===== src/scu_params.svh =====
/*
  Constants of the smart-card UART configuration block: register indices,
  field positions, reset values and ETU counts.
  Assumes it is included by bare name by the package and design modules.
*/
`ifndef SCU_PARAMS_SVH
`define SCU_PARAMS_SVH
// Register indices; byte address is four times the index.
`define SCU_IDX_DATA 4'h0
`define SCU_IDX_CLK 4'h1
`define SCU_IDX_DIV 4'h2
`define SCU_IDX_SET2 4'h3
`define SCU_IDX_GUARD 4'h5
`define SCU_IDX_SET1 4'h6
`define SCU_IDX_STATE 4'h8
`define SCU_IDX_IRQ 4'h9
`define SCU_IDX_MASK 4'ha
// Field positions of uart_setup_one.
`define SCU_S1_FBP 6
`define SCU_S1_DIR 3
`define SCU_S1_FIN 2
`define SCU_S1_WATCH 1
`define SCU_S1_DCF 0
`define SCU_S1_T1 4
// Field positions of uart_setup_two and card_clock_setup.
`define SCU_S2_MAN 2
`define SCU_S2_DBL 1
`define SCU_S2_PSC 0
`define SCU_CK_HIGH 5
`define SCU_CK_HALT 4
// Reset values and counts.
`define SCU_RST8 8'h00
`define SCU_PRESC_LO 6'h1f
`define SCU_PRESC_HI 6'h20
`define SCU_GUARD_SPECIAL 8'hff
`define SCU_GUARD_T1 8'h01
`define SCU_GUARD_T0 8'h02
`define SCU_LAST_BIT 4'h9
`define SCU_HALF_NAK 4'ha
`define SCU_HALF_END 4'hb
`define SCU_TS_DIRECT 8'h3b
`define SCU_TS_INVERSE 8'h03
`endif


===== src/scu_pkg.sv =====
/*
  Types of the smart-card UART configuration block.
  Assumes scu_params.svh is on the include path.
*/
`default_nettype none
`include "scu_params.svh"
package scu_pkg;
    typedef enum logic [1:0] {scu_idle, scu_tx, scu_guard, scu_rx} scu_mode_e;
    // Card clock generator state.
    typedef struct packed {
        logic [2:0] cnt;
        logic clk;
        logic rise;
        logic fall;
    } scu_ck_s;
    // ETU generator state.
    typedef struct packed {
        logic [13:0] cnt;
        logic tick;
        logic half;
    } scu_etu_s;
    // Main block state.
    typedef struct packed {
        logic [5:0] clk_set;
        logic [7:0] div;
        logic [2:0] set2;
        logic [7:0] guard;
        logic [6:0] set1;
        logic [7:0] tx_hold;
        logic tx_full;
        logic slot_free;
        logic [7:0] rx_data;
        logic rx_full;
        logic [3:0] irq_st;
        logic [3:0] irq_mask;
        logic irq;
        logic [31:0] prdata;
        logic pready;
        logic pslverr;
        scu_mode_e mode;
        logic [3:0] bitn;
        logic [8:0] sh;
        logic [7:0] gleft;
        logic nak;
        logic io_oe;
        logic io_out;
    } scu_state_s;
endpackage
`default_nettype wire


===== src/scu_card_clk.sv =====
/*
  Card clock generator with glitch-free stop.
  Assumes select and halt come from registers in the pclk domain.
*/
`timescale 1ns/1ps
`default_nettype none
`include "scu_params.svh"
module scu_card_clk (
    // Clock and reset
    input wire logic pclk,
    input wire logic presetn,
    // Control
    input wire logic [2:0] sel,
    input wire logic halt,
    input wire logic halt_high,
    // Card clock and its edge pulses
    output logic card_clk,
    output logic rise,
    output logic fall
);
    scu_pkg::scu_ck_s s, n;
    logic [2:0] lim;
    logic tgl;

    // Toggle period in pclk cycles: 1, 2, 4, 8 from the crystal, 2 from the oscillator.
    // divider codes
    assign lim = sel[2] ? 3'h1 : 3'((4'h1 << sel[1:0]) - 4'h1);

    // Toggling stops only once the line sits at the halt level, so no short pulse escapes.
    // stop level
    always_comb
    begin
        n = s;
        tgl = (s.cnt >= lim) && !(halt && (s.clk == halt_high));
        n.cnt = (s.cnt >= lim) ? 3'h0 : s.cnt + 3'h1;
        n.clk = s.clk ^ tgl;
        n.rise = tgl && !s.clk;
        n.fall = tgl && s.clk;
    end

    // State register.
    always_ff @(posedge pclk or negedge presetn)
    begin
        if (!presetn)
            s <= '0;
        else
            s <= n;
    end

    assign card_clk = s.clk;
    assign rise = s.rise;
    assign fall = s.fall;
endmodule
`default_nettype wire


===== src/scu_etu_gen.sv =====
/*
  Elementary time unit generator counting card clock edges.
  Assumes edge pulses are one pclk cycle wide.
*/
`timescale 1ns/1ps
`default_nettype none
`include "scu_params.svh"
module scu_etu_gen (
    // Clock and reset
    input wire logic pclk,
    input wire logic presetn,
    // Card clock edges
    input wire logic rise,
    input wire logic fall,
    // Setup
    input wire logic psc_hi,
    input wire logic dbl,
    input wire logic [7:0] div,
    input wire logic restart,
    // Ticks at each ETU boundary and at mid-ETU
    output logic tick,
    output logic half
);
    scu_pkg::scu_etu_s s, n;
    logic [13:0] len;
    logic en;

    assign len = 14'(psc_hi ? `SCU_PRESC_HI : `SCU_PRESC_LO) * 14'(div);
    assign en = rise | (dbl & fall);

    // Down counter that reloads at zero; restart realigns it to a line edge.
    // auto-reload count
    always_comb
    begin
        n = s;
        n.tick = 1'b0;
        n.half = 1'b0;
        if (restart)
            n.cnt = (len == 14'h0) ? 14'h0 : len - 14'h1;
        else if (en)
        begin
            n.half = (s.cnt == (len >> 1));
            if (s.cnt == 14'h0)
            begin
                n.tick = 1'b1;
                n.cnt = (len == 14'h0) ? 14'h0 : len - 14'h1;
            end
            else
                n.cnt = s.cnt - 14'h1;
        end
    end

    // State register.
    always_ff @(posedge pclk or negedge presetn)
    begin
        if (!presetn)
            s <= '0;
        else
            s <= n;
    end

    assign tick = s.tick;
    assign half = s.half;
endmodule
`default_nettype wire


===== src/scu_uart_cfg.sv =====
/*
  Smart-card UART core with its configuration registers on APB.
  Assumes the card I/O line is open drain with an outside pull-up and that
  io_in is synchronous to pclk. Half duplex: one character at a time.
*/
`timescale 1ns/1ps
`default_nettype none
`include "scu_params.svh"
module scu_uart_cfg (
    // Clock and reset
    input wire logic pclk,
    input wire logic presetn,
    // APB slave
    input wire logic psel,
    input wire logic penable,
    input wire logic pwrite,
    input wire logic [7:0] paddr,
    input wire logic [31:0] pwdata,
    output logic [31:0] prdata,
    output logic pready,
    output logic pslverr,
    // Card side
    input wire logic io_in,
    output logic io_out,
    output logic io_oe,
    output logic card_clk,
    // Interrupt
    output logic irq
);
    scu_pkg::scu_state_s s, n;
    logic ck_rise;
    logic ck_fall;
    logic etu_tick;
    logic etu_half;
    logic etu_restart;

    // Bit order and polarity swap between the line and the byte; it is its own inverse.
    function automatic logic [7:0] code_map(input logic [7:0] v, input logic direct);
        logic [7:0] r;
        for (int i = 0; i < 8; i++)
            r[i] = v[7 - i];
        return direct ? v : ~r;
    endfunction

    // Parity bit as it appears on the line for a line-order byte.
    function automatic logic line_par(input logic [7:0] r, input logic direct);
        return direct ? ^r : ~^r;
    endfunction

    // Card clock source.
    scu_card_clk u_clk (
        .pclk(pclk),
        .presetn(presetn),
        .sel(s.clk_set[2:0]),
        .halt(s.clk_set[`SCU_CK_HALT]),
        .halt_high(s.clk_set[`SCU_CK_HIGH]),
        .card_clk(card_clk),
        .rise(ck_rise),
        .fall(ck_fall)
    );

    // ETU timing source.
    scu_etu_gen u_etu (
        .pclk(pclk),
        .presetn(presetn),
        .rise(ck_rise),
        .fall(ck_fall),
        .psc_hi(s.set2[`SCU_S2_PSC]),
        .dbl(s.set2[`SCU_S2_DBL]),
        .div(s.div),
        .restart(etu_restart),
        .tick(etu_tick),
        .half(etu_half)
    );

    // Bus access first, line engine second, so hardware events win over software clears.
    always_comb
    begin
        logic [3:0] idx;
        logic setup;
        logic acc;
        logic hit;
        logic [7:0] rd;
        logic [7:0] r;
        logic ev_slot;
        logic ev_rx;
        logic ev_err;
        logic ev_ovr;
        logic cd;
        logic bad;
        logic nakit;
        idx = paddr[5:2];
        setup = psel && !penable;
        acc = psel && penable && s.pready;
        hit = 1'b0;
        rd = `SCU_RST8;
        r = `SCU_RST8;
        ev_slot = 1'b0;
        ev_rx = 1'b0;
        ev_err = 1'b0;
        ev_ovr = 1'b0;
        cd = s.set1[`SCU_S1_DCF];
        bad = 1'b0;
        nakit = 1'b0;
        etu_restart = 1'b0;
        n = s;

        // Read mux and decode; high address bits outside the map are unmapped.
        // register map
        case (idx)
            `SCU_IDX_DATA:
            begin
                hit = 1'b1;
                rd = s.rx_data;
            end
            `SCU_IDX_CLK:
            begin
                hit = 1'b1;
                rd = {2'h0, s.clk_set};
            end
            `SCU_IDX_DIV:
            begin
                hit = 1'b1;
                rd = s.div;
            end
            `SCU_IDX_SET2:
            begin
                hit = 1'b1;
                rd = {5'h00, s.set2};
            end
            `SCU_IDX_GUARD:
            begin
                hit = 1'b1;
                rd = s.guard;
            end
            `SCU_IDX_SET1:
            begin
                hit = 1'b1;
                rd = {1'b0, s.set1};
            end
            `SCU_IDX_STATE:
            begin
                hit = 1'b1;
                rd = {5'h00, s.mode != scu_pkg::scu_idle,
                      s.set1[`SCU_S1_DIR] ? s.slot_free : s.rx_full, s.rx_full};
            end
            `SCU_IDX_IRQ:
            begin
                hit = 1'b1;
                rd = {4'h0, s.irq_st};
            end
            `SCU_IDX_MASK:
            begin
                hit = 1'b1;
                rd = {4'h0, s.irq_mask};
            end
            default:
                hit = 1'b0;
        endcase
        hit = hit && (paddr[7:6] == 2'h0);

        // Answer is prepared in the setup cycle so pready and prdata come from flops.
        n.pready = setup;
        n.pslverr = setup && !hit;
        n.prdata = setup ? {24'h000000, hit ? rd : `SCU_RST8} : s.prdata;

        // Register writes and read side effects at the completing access edge.
        if (acc && hit && pwrite)
        begin
            case (idx)
                `SCU_IDX_DATA:
                begin
                    n.tx_hold = pwdata[7:0];
                    n.tx_full = 1'b1;
                    n.slot_free = 1'b0;
                end
                `SCU_IDX_CLK:
                    n.clk_set = pwdata[5:0];
                `SCU_IDX_DIV:
                    n.div = pwdata[7:0];
                `SCU_IDX_SET2:
                    n.set2 = pwdata[2:0];
                `SCU_IDX_GUARD:
                    n.guard = pwdata[7:0];
                `SCU_IDX_SET1:
                begin
                    n.set1 = pwdata[6:0];
                    if (pwdata[`SCU_S1_DIR] && !s.set1[`SCU_S1_DIR])
                    begin
                        n.slot_free = 1'b1;
                        ev_slot = 1'b1;
                    end
                    else if (!pwdata[`SCU_S1_DIR])
                        n.slot_free = 1'b0;
                    if (!s.set2[`SCU_S2_MAN])
                        n.set1[`SCU_S1_DCF] = s.set1[`SCU_S1_DCF];
                end
                `SCU_IDX_MASK:
                    n.irq_mask = pwdata[3:0];
                default:
                    n.irq_mask = s.irq_mask;
            endcase
        end
        if (acc && hit && !pwrite && idx == `SCU_IDX_DATA)
            n.rx_full = 1'b0;

        // Line engine: transmit, guard wait and receive share one sequencer.
        case (s.mode)
            scu_pkg::scu_idle:
            begin
                n.io_oe = 1'b0;
                if (s.set1[`SCU_S1_DIR] && s.tx_full)
                begin
                    r = code_map(s.tx_hold, cd);
                    n.sh = {line_par(r, cd) ^ s.set1[`SCU_S1_FBP], r};
                    n.io_oe = 1'b1;
                    n.bitn = 4'h0;
                    n.tx_full = 1'b0;
                    n.slot_free = 1'b1;
                    ev_slot = 1'b1;
                    etu_restart = 1'b1;
                    n.mode = scu_pkg::scu_tx;
                end
                else if (!s.set1[`SCU_S1_DIR] && !io_in)
                begin
                    n.bitn = 4'h0;
                    etu_restart = 1'b1;
                    n.mode = scu_pkg::scu_rx;
                end
            end
            scu_pkg::scu_tx:
            begin
                if (etu_tick)
                begin
                    n.io_oe = !s.sh[0];
                    n.sh = {1'b1, s.sh[8:1]};
                    n.bitn = s.bitn + 4'h1;
                    if (s.bitn == `SCU_LAST_BIT)
                    begin
                        n.io_oe = 1'b0;
                        n.nak = 1'b0;
                        n.bitn = `SCU_HALF_NAK;
                        if (s.guard == `SCU_GUARD_SPECIAL)
                            n.gleft = s.set1[`SCU_S1_T1] ? `SCU_GUARD_T1 : `SCU_GUARD_T0;
                        else
                            n.gleft = s.guard;
                        n.mode = scu_pkg::scu_guard;
                    end
                end
            end
            scu_pkg::scu_guard:
            begin
                if (etu_half && s.bitn == `SCU_HALF_NAK)
                begin
                    n.bitn = `SCU_HALF_END;
                    n.nak = !s.set1[`SCU_S1_T1] && !io_in;
                end
                if (etu_tick)
                begin
                    if (s.gleft <= 8'h01)
                    begin
                        n.mode = scu_pkg::scu_idle;
                        ev_err = s.nak;
                        if (!s.nak && s.set1[`SCU_S1_FIN] && !n.tx_full)
                        begin
                            n.set1[`SCU_S1_FIN] = 1'b0;
                            n.set1[`SCU_S1_DIR] = 1'b0;
                            n.slot_free = 1'b0;
                        end
                    end
                    else
                        n.gleft = s.gleft - 8'h01;
                end
            end
            scu_pkg::scu_rx:
            begin
                if (etu_half)
                begin
                    n.bitn = s.bitn + 4'h1;
                    if (s.bitn == 4'h0)
                    begin
                        // A start bit gone high at mid-bit was a glitch.
                        if (io_in)
                            n.mode = scu_pkg::scu_idle;
                    end
                    else if (s.bitn < `SCU_LAST_BIT)
                        n.sh[7:0] = {io_in, s.sh[7:1]};
                    else if (s.bitn == `SCU_LAST_BIT)
                    begin
                        if (s.set1[`SCU_S1_WATCH] && !s.set2[`SCU_S2_MAN])
                        begin
                            if (s.sh[7:0] == `SCU_TS_DIRECT)
                                cd = 1'b1;
                            else if (s.sh[7:0] == `SCU_TS_INVERSE)
                                cd = 1'b0;
                            n.set1[`SCU_S1_DCF] = cd;
                        end
                        bad = io_in != line_par(s.sh[7:0], cd);
                        nakit = bad ^ s.set1[`SCU_S1_FBP];
                        n.nak = nakit && !s.set1[`SCU_S1_T1];
                        ev_err = bad;
                        if (!nakit)
                        begin
                            ev_rx = 1'b1;
                            ev_ovr = n.rx_full;
                            if (!n.rx_full)
                            begin
                                n.rx_data = code_map(s.sh[7:0], cd);
                                n.rx_full = 1'b1;
                            end
                        end
                    end
                    else if (s.bitn == `SCU_HALF_NAK)
                    begin
                        n.set1[`SCU_S1_WATCH] = 1'b0;
                        n.io_oe = s.nak;
                        if (!s.nak)
                            n.mode = scu_pkg::scu_idle;
                    end
                    else
                    begin
                        n.io_oe = 1'b0;
                        n.mode = scu_pkg::scu_idle;
                    end
                end
            end
            default:
                n.mode = scu_pkg::scu_idle;
        endcase

        // Sticky events; a set in the clearing read cycle survives.
        if (acc && hit && !pwrite && idx == `SCU_IDX_IRQ)
            n.irq_st = 4'h0;
        n.irq_st = n.irq_st | {ev_ovr, ev_err, ev_rx, ev_slot};
        n.irq = |(n.irq_st & n.irq_mask);
        n.io_out = 1'b0;
    end

    // State register; every control bit resets to zero.
    always_ff @(posedge pclk or negedge presetn)
    begin
        if (!presetn)
            s <= '0;
        else
            s <= n;
    end

    // Outputs straight from the state register.
    assign prdata = s.prdata;
    assign pready = s.pready;
    assign pslverr = s.pslverr;
    assign io_out = s.io_out;
    assign io_oe = s.io_oe;
    assign irq = s.irq;
endmodule
`default_nettype wire


===== config.mk =====
export PLATFORM = sky130hd
export DESIGN_NAME = scu_uart_cfg
export DESIGN_NICKNAME = d
export VERILOG_FILES = /design/src/scu_pkg.sv /design/src/scu_card_clk.sv /design/src/scu_etu_gen.sv /design/src/scu_uart_cfg.sv
export VERILOG_INCLUDE_DIRS = /design/src
export SDC_FILE = /design/constraint.sdc
export NUM_CORES = 1
export LEC_CHECK = 0
export BUFFER_PORTS_ARGS = -buffer_cell sky130_fd_sc_hd__buf_2
export CAP_MARGIN = 5
export CORE_MARGIN = 3
export CORE_UTILIZATION = 50
export CTS_CLUSTER_DIAMETER = 30
export CTS_CLUSTER_SIZE = 30
export DETAILED_ROUTE_END_ITERATION = 7
export PLACE_DENSITY_LB_ADDON = 0.3
export SYNTH_ARGS = -nofsm -noshare
export SYNTH_HDL_FRONTEND = slang
export SYNTH_SLANG_ARGS = --single-unit

===== constraint.sdc =====
create_clock -name pclk -period 6.72 [get_ports pclk]
set_input_delay 1.344 -clock pclk [delete_from_list [all_inputs] [get_ports pclk]]
set_output_delay 1.344 -clock pclk [all_outputs]
set_load 0.01 [all_outputs]

==> key figures, run 1 <==
Run status
  – Status: complete, no violations

Worst setup path
  – CP Capture Type: flop
  – CP dominant cell by count: inv_1
  – CP arrival: 5910 ps
  – Crit-path max FO: 20
  – FF-to-FF Start: s[103]
  – Worst r2r path cells: 17
  – Largest stage delay on the critical path: 720 ps
  – Worst EP required: 7000 ps
  – Cell chain of the critical path: clkinv_1 -> nand2_1 -> inv_1 -> ha_1 -> inv_1 -> fa_1 -> fa_1 -> inv_1 -> ha_1 -> nor2b_1 -> o2111ai_1 -> nand2_1 -> a211oi_1 -> mux2i_1 -> nand4_1 -> o21ai_2 -> o221ai_1
  – Critical path's slowest cell: dfrtp_1
  – Critical path type: flop to flop
  – R2R setup slack: 1090 ps
  – Crit start category: flop
  – Worst reg2reg endpoint: u_etu.s[3]

Timing
  – Count of final hold-check violations: 0
  – Skew final: 9.51 ps
  – TNS Setup: 0 ps
  – Tmin final: 5630 ps
  – Unrepaired setup endpoints after global routing: no
  – Final Worst Setup Slack: 1090 ps
  – Final setup viols: 0
  – Fmax: 178 MHz
  – Worst relative slew slack: 30.1%
  – Final Max Slew Viols: 0
  – Part of the cycle the worst path needs: 83.8%
  – Worst-Margin Slew: 1050 ps

Synthesis
  – Cell area after synthesis: 8410 um^2
  – Sequential share of the synthesized area: 34.8%
  – Async set or reset register ratio after synthesis: 100%
  – Syn_area_per_cell: 9.00 um^2
  – Netlist cell types: 77
  – Ys flop type: dfrtp_1
  – Ys Warns: 0
  – Synth area leader: dfrtp_1
  – Syn Inst Count: 934
  – Synth top area share: 34.8%
  – EDFF count, synth: 0
  – Synth area leaders: dfrtp_1, ha_1, mux2_2
  – Flops & latches, synth: 117

Drt
  – DR vias: 6739
  – Vias per cell: 5.76
  – Drt first pass iters: 5
  – DRC: 0
  – Routed WL per cell: 17.5 um
  – DRC marker count from the first detailed-route iteration: 561
  – ANT nets after route: 0
  – Post-Route WL: 20500 um

Hold path
  – Hold Startpoint: prdata[7]
  – Hold Crit Class: flop to flop
  – Hold Crit Depth: 2
  – WHS Endpoint: prdata[7]

Floorplanning
  – Cell Rows: 46
  – Initial Util: 52.0%
  – Die area: 18400 um^2
  – # IOs: 84
  – Core Footprint: 16200 um^2
  – Die Y: 136 um
  – Die X: 136 um

Global routing
  – Initial antenna violation count: 0
  – Overflow after GRT: 0
  – Largest net degree at the start of global routing: 63
  – Global-route wire length before repair: 33200 um
  – GRT Util Overall: 22.9%
  – Vias in the first global route: 6542

Final layout
  – Synth-to-Final Area Change: 8.83%
  – Share of layout cells above drive strength 1: 13.6%
  – Final #Nets: 1047
  – Most common cell after layout, fill and taps aside: dfrtp_1
  – # diodes: 0
  – Fill count: 1421
  – Most frequent cells in the layout: dfrtp_1, nand2_1, nor2_1

Placement
  – Pre-CTS setup slack: 1120 ps
  – PortBufs: 32
  – GPL Wtd Cong: 0.877
  – Hpwl dp: 14900 um

Clock tree
  – Clock transition at the registers of the reported paths: 60 ps
  – Clock sink count: 117
  – Clock latency on the worst-skew pair: 430 ps
  – Post-CTS Hold Fix Bufs: 0
  – CTS tree: built
  – CTS root buf: clkbuf_16
  – CTS buffer count: 17
  – Clk buf depth: 2
  – CTS resizes: 0
  – H-tree depth: 4
  – Setup Fix Bufs, Post-CTS: 0

Flow run
  – Max-cap violation count: 0

Power
  – Leakage: 4.40 nW
  – Power Density: 279 nW/um^2
  – Peak supply drop: 0.000221 V
through the flow:
stage / utilization, % / instance area, um^2 / instances / hold slack, ps / total power (W)
after floorplan: - / 8500 / 959 / 428 / 0.00144
after global placement: 52.7 / 8530 / 1138 / 458 / 0.00157
after detailed placement: 52.7 / 8530 / 1138 / 463 / 0.00159
after CTS: 56.6 / 9150 / 1170 / 473 / 0.00257
after global routing: 56.6 / 9150 / 1170 / 488 / 0.00270
final: 56.6 / 9150 / 1170 / 471 / 0.00256
worst max-delay path, delay by kind of cell, from the launching register on:
family	cells	cell delay, ps
AND/OR/NAND/NOR	4	900
buffers and inverters	4	670
adder cells (fa/ha/maj)	4	1570
flip-flops	1	720
AO/OA/AOI/OAI	4	1200
multiplexers	1	440
per-layer routing:
layer	up-vias	track usage [%]	wire length, um
met5	-	0	0
met2	193	37.5	9950
li1	3251	-	-
met4	0	6.94	360
met1	3262	30.5	9220
met3	33	4.87	948
how the worst max path moves through the flow:
stage | startpoint | end | cells past startpoint
2_1_floorplan | s[103] | u_etu.s[15] | 18
3_3_place_gp | s[103] | u_etu.s[3] | 17
3_5_place_dp | s[103] | u_etu.s[13] | 17
4_1_cts | s[103] | u_etu.s[3] | 17
5_1_grt | s[103] | u_etu.s[3] | 17
6_report | s[103] | u_etu.s[3] | 17
state kept, by name, indices dropped and copies added (netlist names):
register and flops:
irq 1, prdata 8, u_clk.s 3, u_clk.fall 1, u_etu.half 1, s 83
u_etu.tick 1, u_etu.s 14, pready 1, io_oe 1, pslverr 1, u_clk.card_clk 1
u_clk.rise 1
logic make-up (layout without fill, tap and decap cells):
family	count (synthesis)	after routing	share of synthesized area, %
multiplexers	54	54	7.04
XOR/XNOR	49	49	5.27
AO/OA/AOI/OAI	216	216	16.4
other	1	26	0.0446
flip-flops	117	117	34.8
adder cells (fa/ha/maj)	61	61	10.4
buffers and inverters	128	123	7.56
AND/OR/NAND/NOR	308	308	18.5
layout make-up:
| class | instances | area (um^2) | area share [%] |
|---|---|---|---|
| timing repair buffer | 34 | 178 | 1.94 |
| tap | 216 | 270 | 2.95 |
| clock inverter | 15 | 196 | 2.15 |
| sequential | 117 | 2930 | 32.0 |
| clock buffer | 17 | 425 | 4.65 |
| inverter | 57 | 214 | 2.34 |
| multi-input combinational | 714 | 4940 | 54.0 |
synthesized netlist by cell type, drive strengths merged (16+ instances only):
master / instances
nor2: 82
mux2: 41
nand3: 17
xnor2: 33
dfrtp: 117
inv: 56
ha: 45
buf: 41
clkbuf: 30
nor3: 20
nor2b: 16
a21oi: 52
nand2: 93
o21ai: 75
power breakdown:
group          internal (W)  total [W]  switching, W
Combinational      0.000266   0.000681      0.000415
Sequential         0.000785   0.000906      0.000121
Clock              0.000594   0.000968      0.000375
Total               0.00164    0.00256      0.000911
(Power assumes the default switching activity.)
==> run 2, diff against run 1 <==
==> constraint.sdc (replaced) <==
create_clock -name pclk -period 4.9 [get_ports pclk]
set_input_delay 0.98 -clock pclk [delete_from_list [all_inputs] [get_ports pclk]]
set_output_delay 0.98 -clock pclk [all_outputs]
set_load 0.01 [all_outputs]
==> run 2 against run 1 <==
  * Final area increased by 1.8%
  * Register-to-register slack got worse by 880 ps
  * Final cell count increased by 1.7%
  * Maximum frequency increased by 20%
  * Wire length decreased by 0.83%
  * Clock power increased by 22%
  * Largest cell class unchanged
==> key figures, run 2 (synthesized netlist as in run 1, its figures left out) <==
Clock tree
  – Clock transition at the registers of the reported paths: 60 ps
  – Clk buf depth: 2
  – CTS tree: built
  – H-tree depth: 4
  – CTS root buf: clkbuf_16
  – Post-CTS Hold Fix Bufs: 0
  – Clock sink count: 117
  – CTS buffer count: 17
  – Clock latency on the worst-skew pair: 420 ps

Power
  – Power share of the clock group: 35.1%
  – Leakage: 4.49 nW
  – Peak supply drop: 0.000287 V
  – Sw Ratio: 35.3%
  – Psw: 0.00119 W
  – Power Density: 360 nW/um^2
  – Int Pwr: 0.00217 W
  – Logic pwr share: 27.9%
  – Power share of the sequential group: 37.0%

Global routing
  – Met2 usage: 36.4%
  – Vias in the first global route: 6438
  – Largest net degree at the start of global routing: 82
  – Global-route wire length before repair: 32600 um
  – Global-route met3 utilization: 4.31%
  – GRT Max-Usage Layer: met2
  – Initial antenna violation count: 0
  – Overflow after GRT: 0
  – Met1 Use GR: 30.9%
  – GRT Util Overall: 22.3%

Floorplanning
  – Die X: 136 um
  – Cell Rows: 46
  – Die Y: 136 um
  – Die area: 18400 um^2
  – # IOs: 84
  – Initial Util: 52.0%
  – Core Footprint: 16200 um^2

Placement
  – Dpl cells: 1158
  – GPL Wtd Cong: 0.911
  – PortBufs: 32
  – Hpwl dp: 15100 um
  – Pre-CTS setup slack: 122 ps
  – Placed cell areas: 8690 um^2

Final layout
  – Design area: 9320 um^2
  – # diodes: 0
  – Max FFs per register: 83
  – Most frequent cells in the layout: dfrtp_1, nand2_1, nor2_1
  – Most common cell after layout, fill and taps aside: dfrtp_1
  – Multi-input gate area: 4990 um^2
  – Final Non-Filler Cells: 1190
  – Synth-to-Final Area Change: 10.8%
  – Fill count: 1449
  – FF/Latch Area: 2930 um^2
  – Final #Nets: 1068
  – Post-layout util: 57.6%
  – Share of layout cells above drive strength 1: 16.1%
  – Largest Register: s

Worst setup path
  – Critical path type: flop to flop
  – Worst EP required: 5170 ps
  – CP arrival: 4960 ps
  – Worst r2r path cells: 17
  – Crit start category: flop
  – R2R setup slack: 210 ps
  – Worst reg2reg endpoint: u_etu.s[6]
  – CP Capture Type: flop
  – FF-to-FF Start: s[103]
  – Crit-path max FO: 9

Timing
  – Final Worst Setup Slack: 214 ps
  – Unrepaired setup endpoints after global routing: yes
  – Count of final hold-check violations: 0
  – Worst-Margin Slew: 1060 ps
  – Hold_ws: 467 ps
  – Final setup viols: 0
  – Worst relative slew slack: 29.6%
  – Part of the cycle the worst path needs: 95.6%
  – Fmax: 213 MHz
  – Tmin final: 4690 ps
  – Final Max Slew Viols: 0
  – Skew final: 10.4 ps

Hold path
  – Hold Crit Depth: 1
  – Hold Startpoint: u_clk.s[3]
  – WHS Endpoint: u_clk.s[3]
  – Hold Crit Class: flop to flop

Drt
  – Routed WL per cell: 17.1 um
  – Post-Route WL: 20300 um
  – Drt first pass iters: 6
  – ANT nets after route: 0
  – DRC marker count from the first detailed-route iteration: 482
  – Vias per cell: 5.71
  – DRC: 0
  – DR vias: 6790

Flow run
  – Max-cap violation count: 0

Run status
  – Status: complete, no violations
-- run 2: area by class of cell --
class	instances	area share [%]
repair buffers	55	3.73
multi-input cells	714	53.6
flip-flops and latches	117	31.4
inverters	57	2.30
clock inverters	11	1.10
clock buffers	20	4.90
well taps	216	2.90
-- run 2: worst max path at each step --
stage                      start     endpoint  depth (start not counted)
after CTS                 s[103]   u_etu.s[6]                         16
after detailed placement  s[103]   u_etu.s[3]                         17
after global placement    s[103]   u_etu.s[3]                         17
final                     s[103]   u_etu.s[6]                         17
after global routing      s[103]   u_etu.s[6]                         18
after floorplan           s[103]  u_etu.s[15]                         18
-- run 2: per-stage QoR --
| step | power [W] | TNS, ps |
|---|---|---|
| after CTS | 0.00336 | 0 |
| after global routing | 0.00355 | -47.2 |
| after detailed placement | 0.00217 | 0 |
| after floorplan | 0.00197 | 0 |
| final | 0.00336 | 0 |
| after global placement | 0.00215 | 0 |
-- run 2: worst max-delay path: stages, from the launching register on --
cell	delay, ps
dfrtp_2	450
buf_4	180
nor2b_1	300
ha_1	300
inv_1	80
fa_1	410
fa_1	540
inv_1	40
ha_1	340
nor2b_1	170
o2111ai_1	290
nand2_1	150
a211oi_1	280
mux2i_1	290
nand4_1	110
buf_4	170
o21ai_4	270
o221ai_1	170
-- run 2: layer usage --
metal	wire length (um)	up-vias
li1	-	3304
met1	9320	3298
met2	9850	161
met3	813	27
met4	316	0
met5	0	-
-- run 2: repair_timing --
item                       CTS  global route
resized for setup            0            11
buffers inserted             0             1
setup endpoints to repair    0            15
-- run 2: power by group through the flow --
| stage | Clock, W | Combinational (W) | Sequential (W) |
|---|---|---|---|
| 3_3_place_gp | 0 | 0.000900 | 0.00125 |
| 4_1_cts | 0.00119 | 0.000927 | 0.00124 |
| 6_report | 0.00118 | 0.000936 | 0.00124 |
| 3_5_place_dp | 0 | 0.000921 | 0.00125 |
| 5_1_grt | 0.00124 | 0.00105 | 0.00126 |
| 2_1_floorplan | 0 | 0.000780 | 0.00119 |
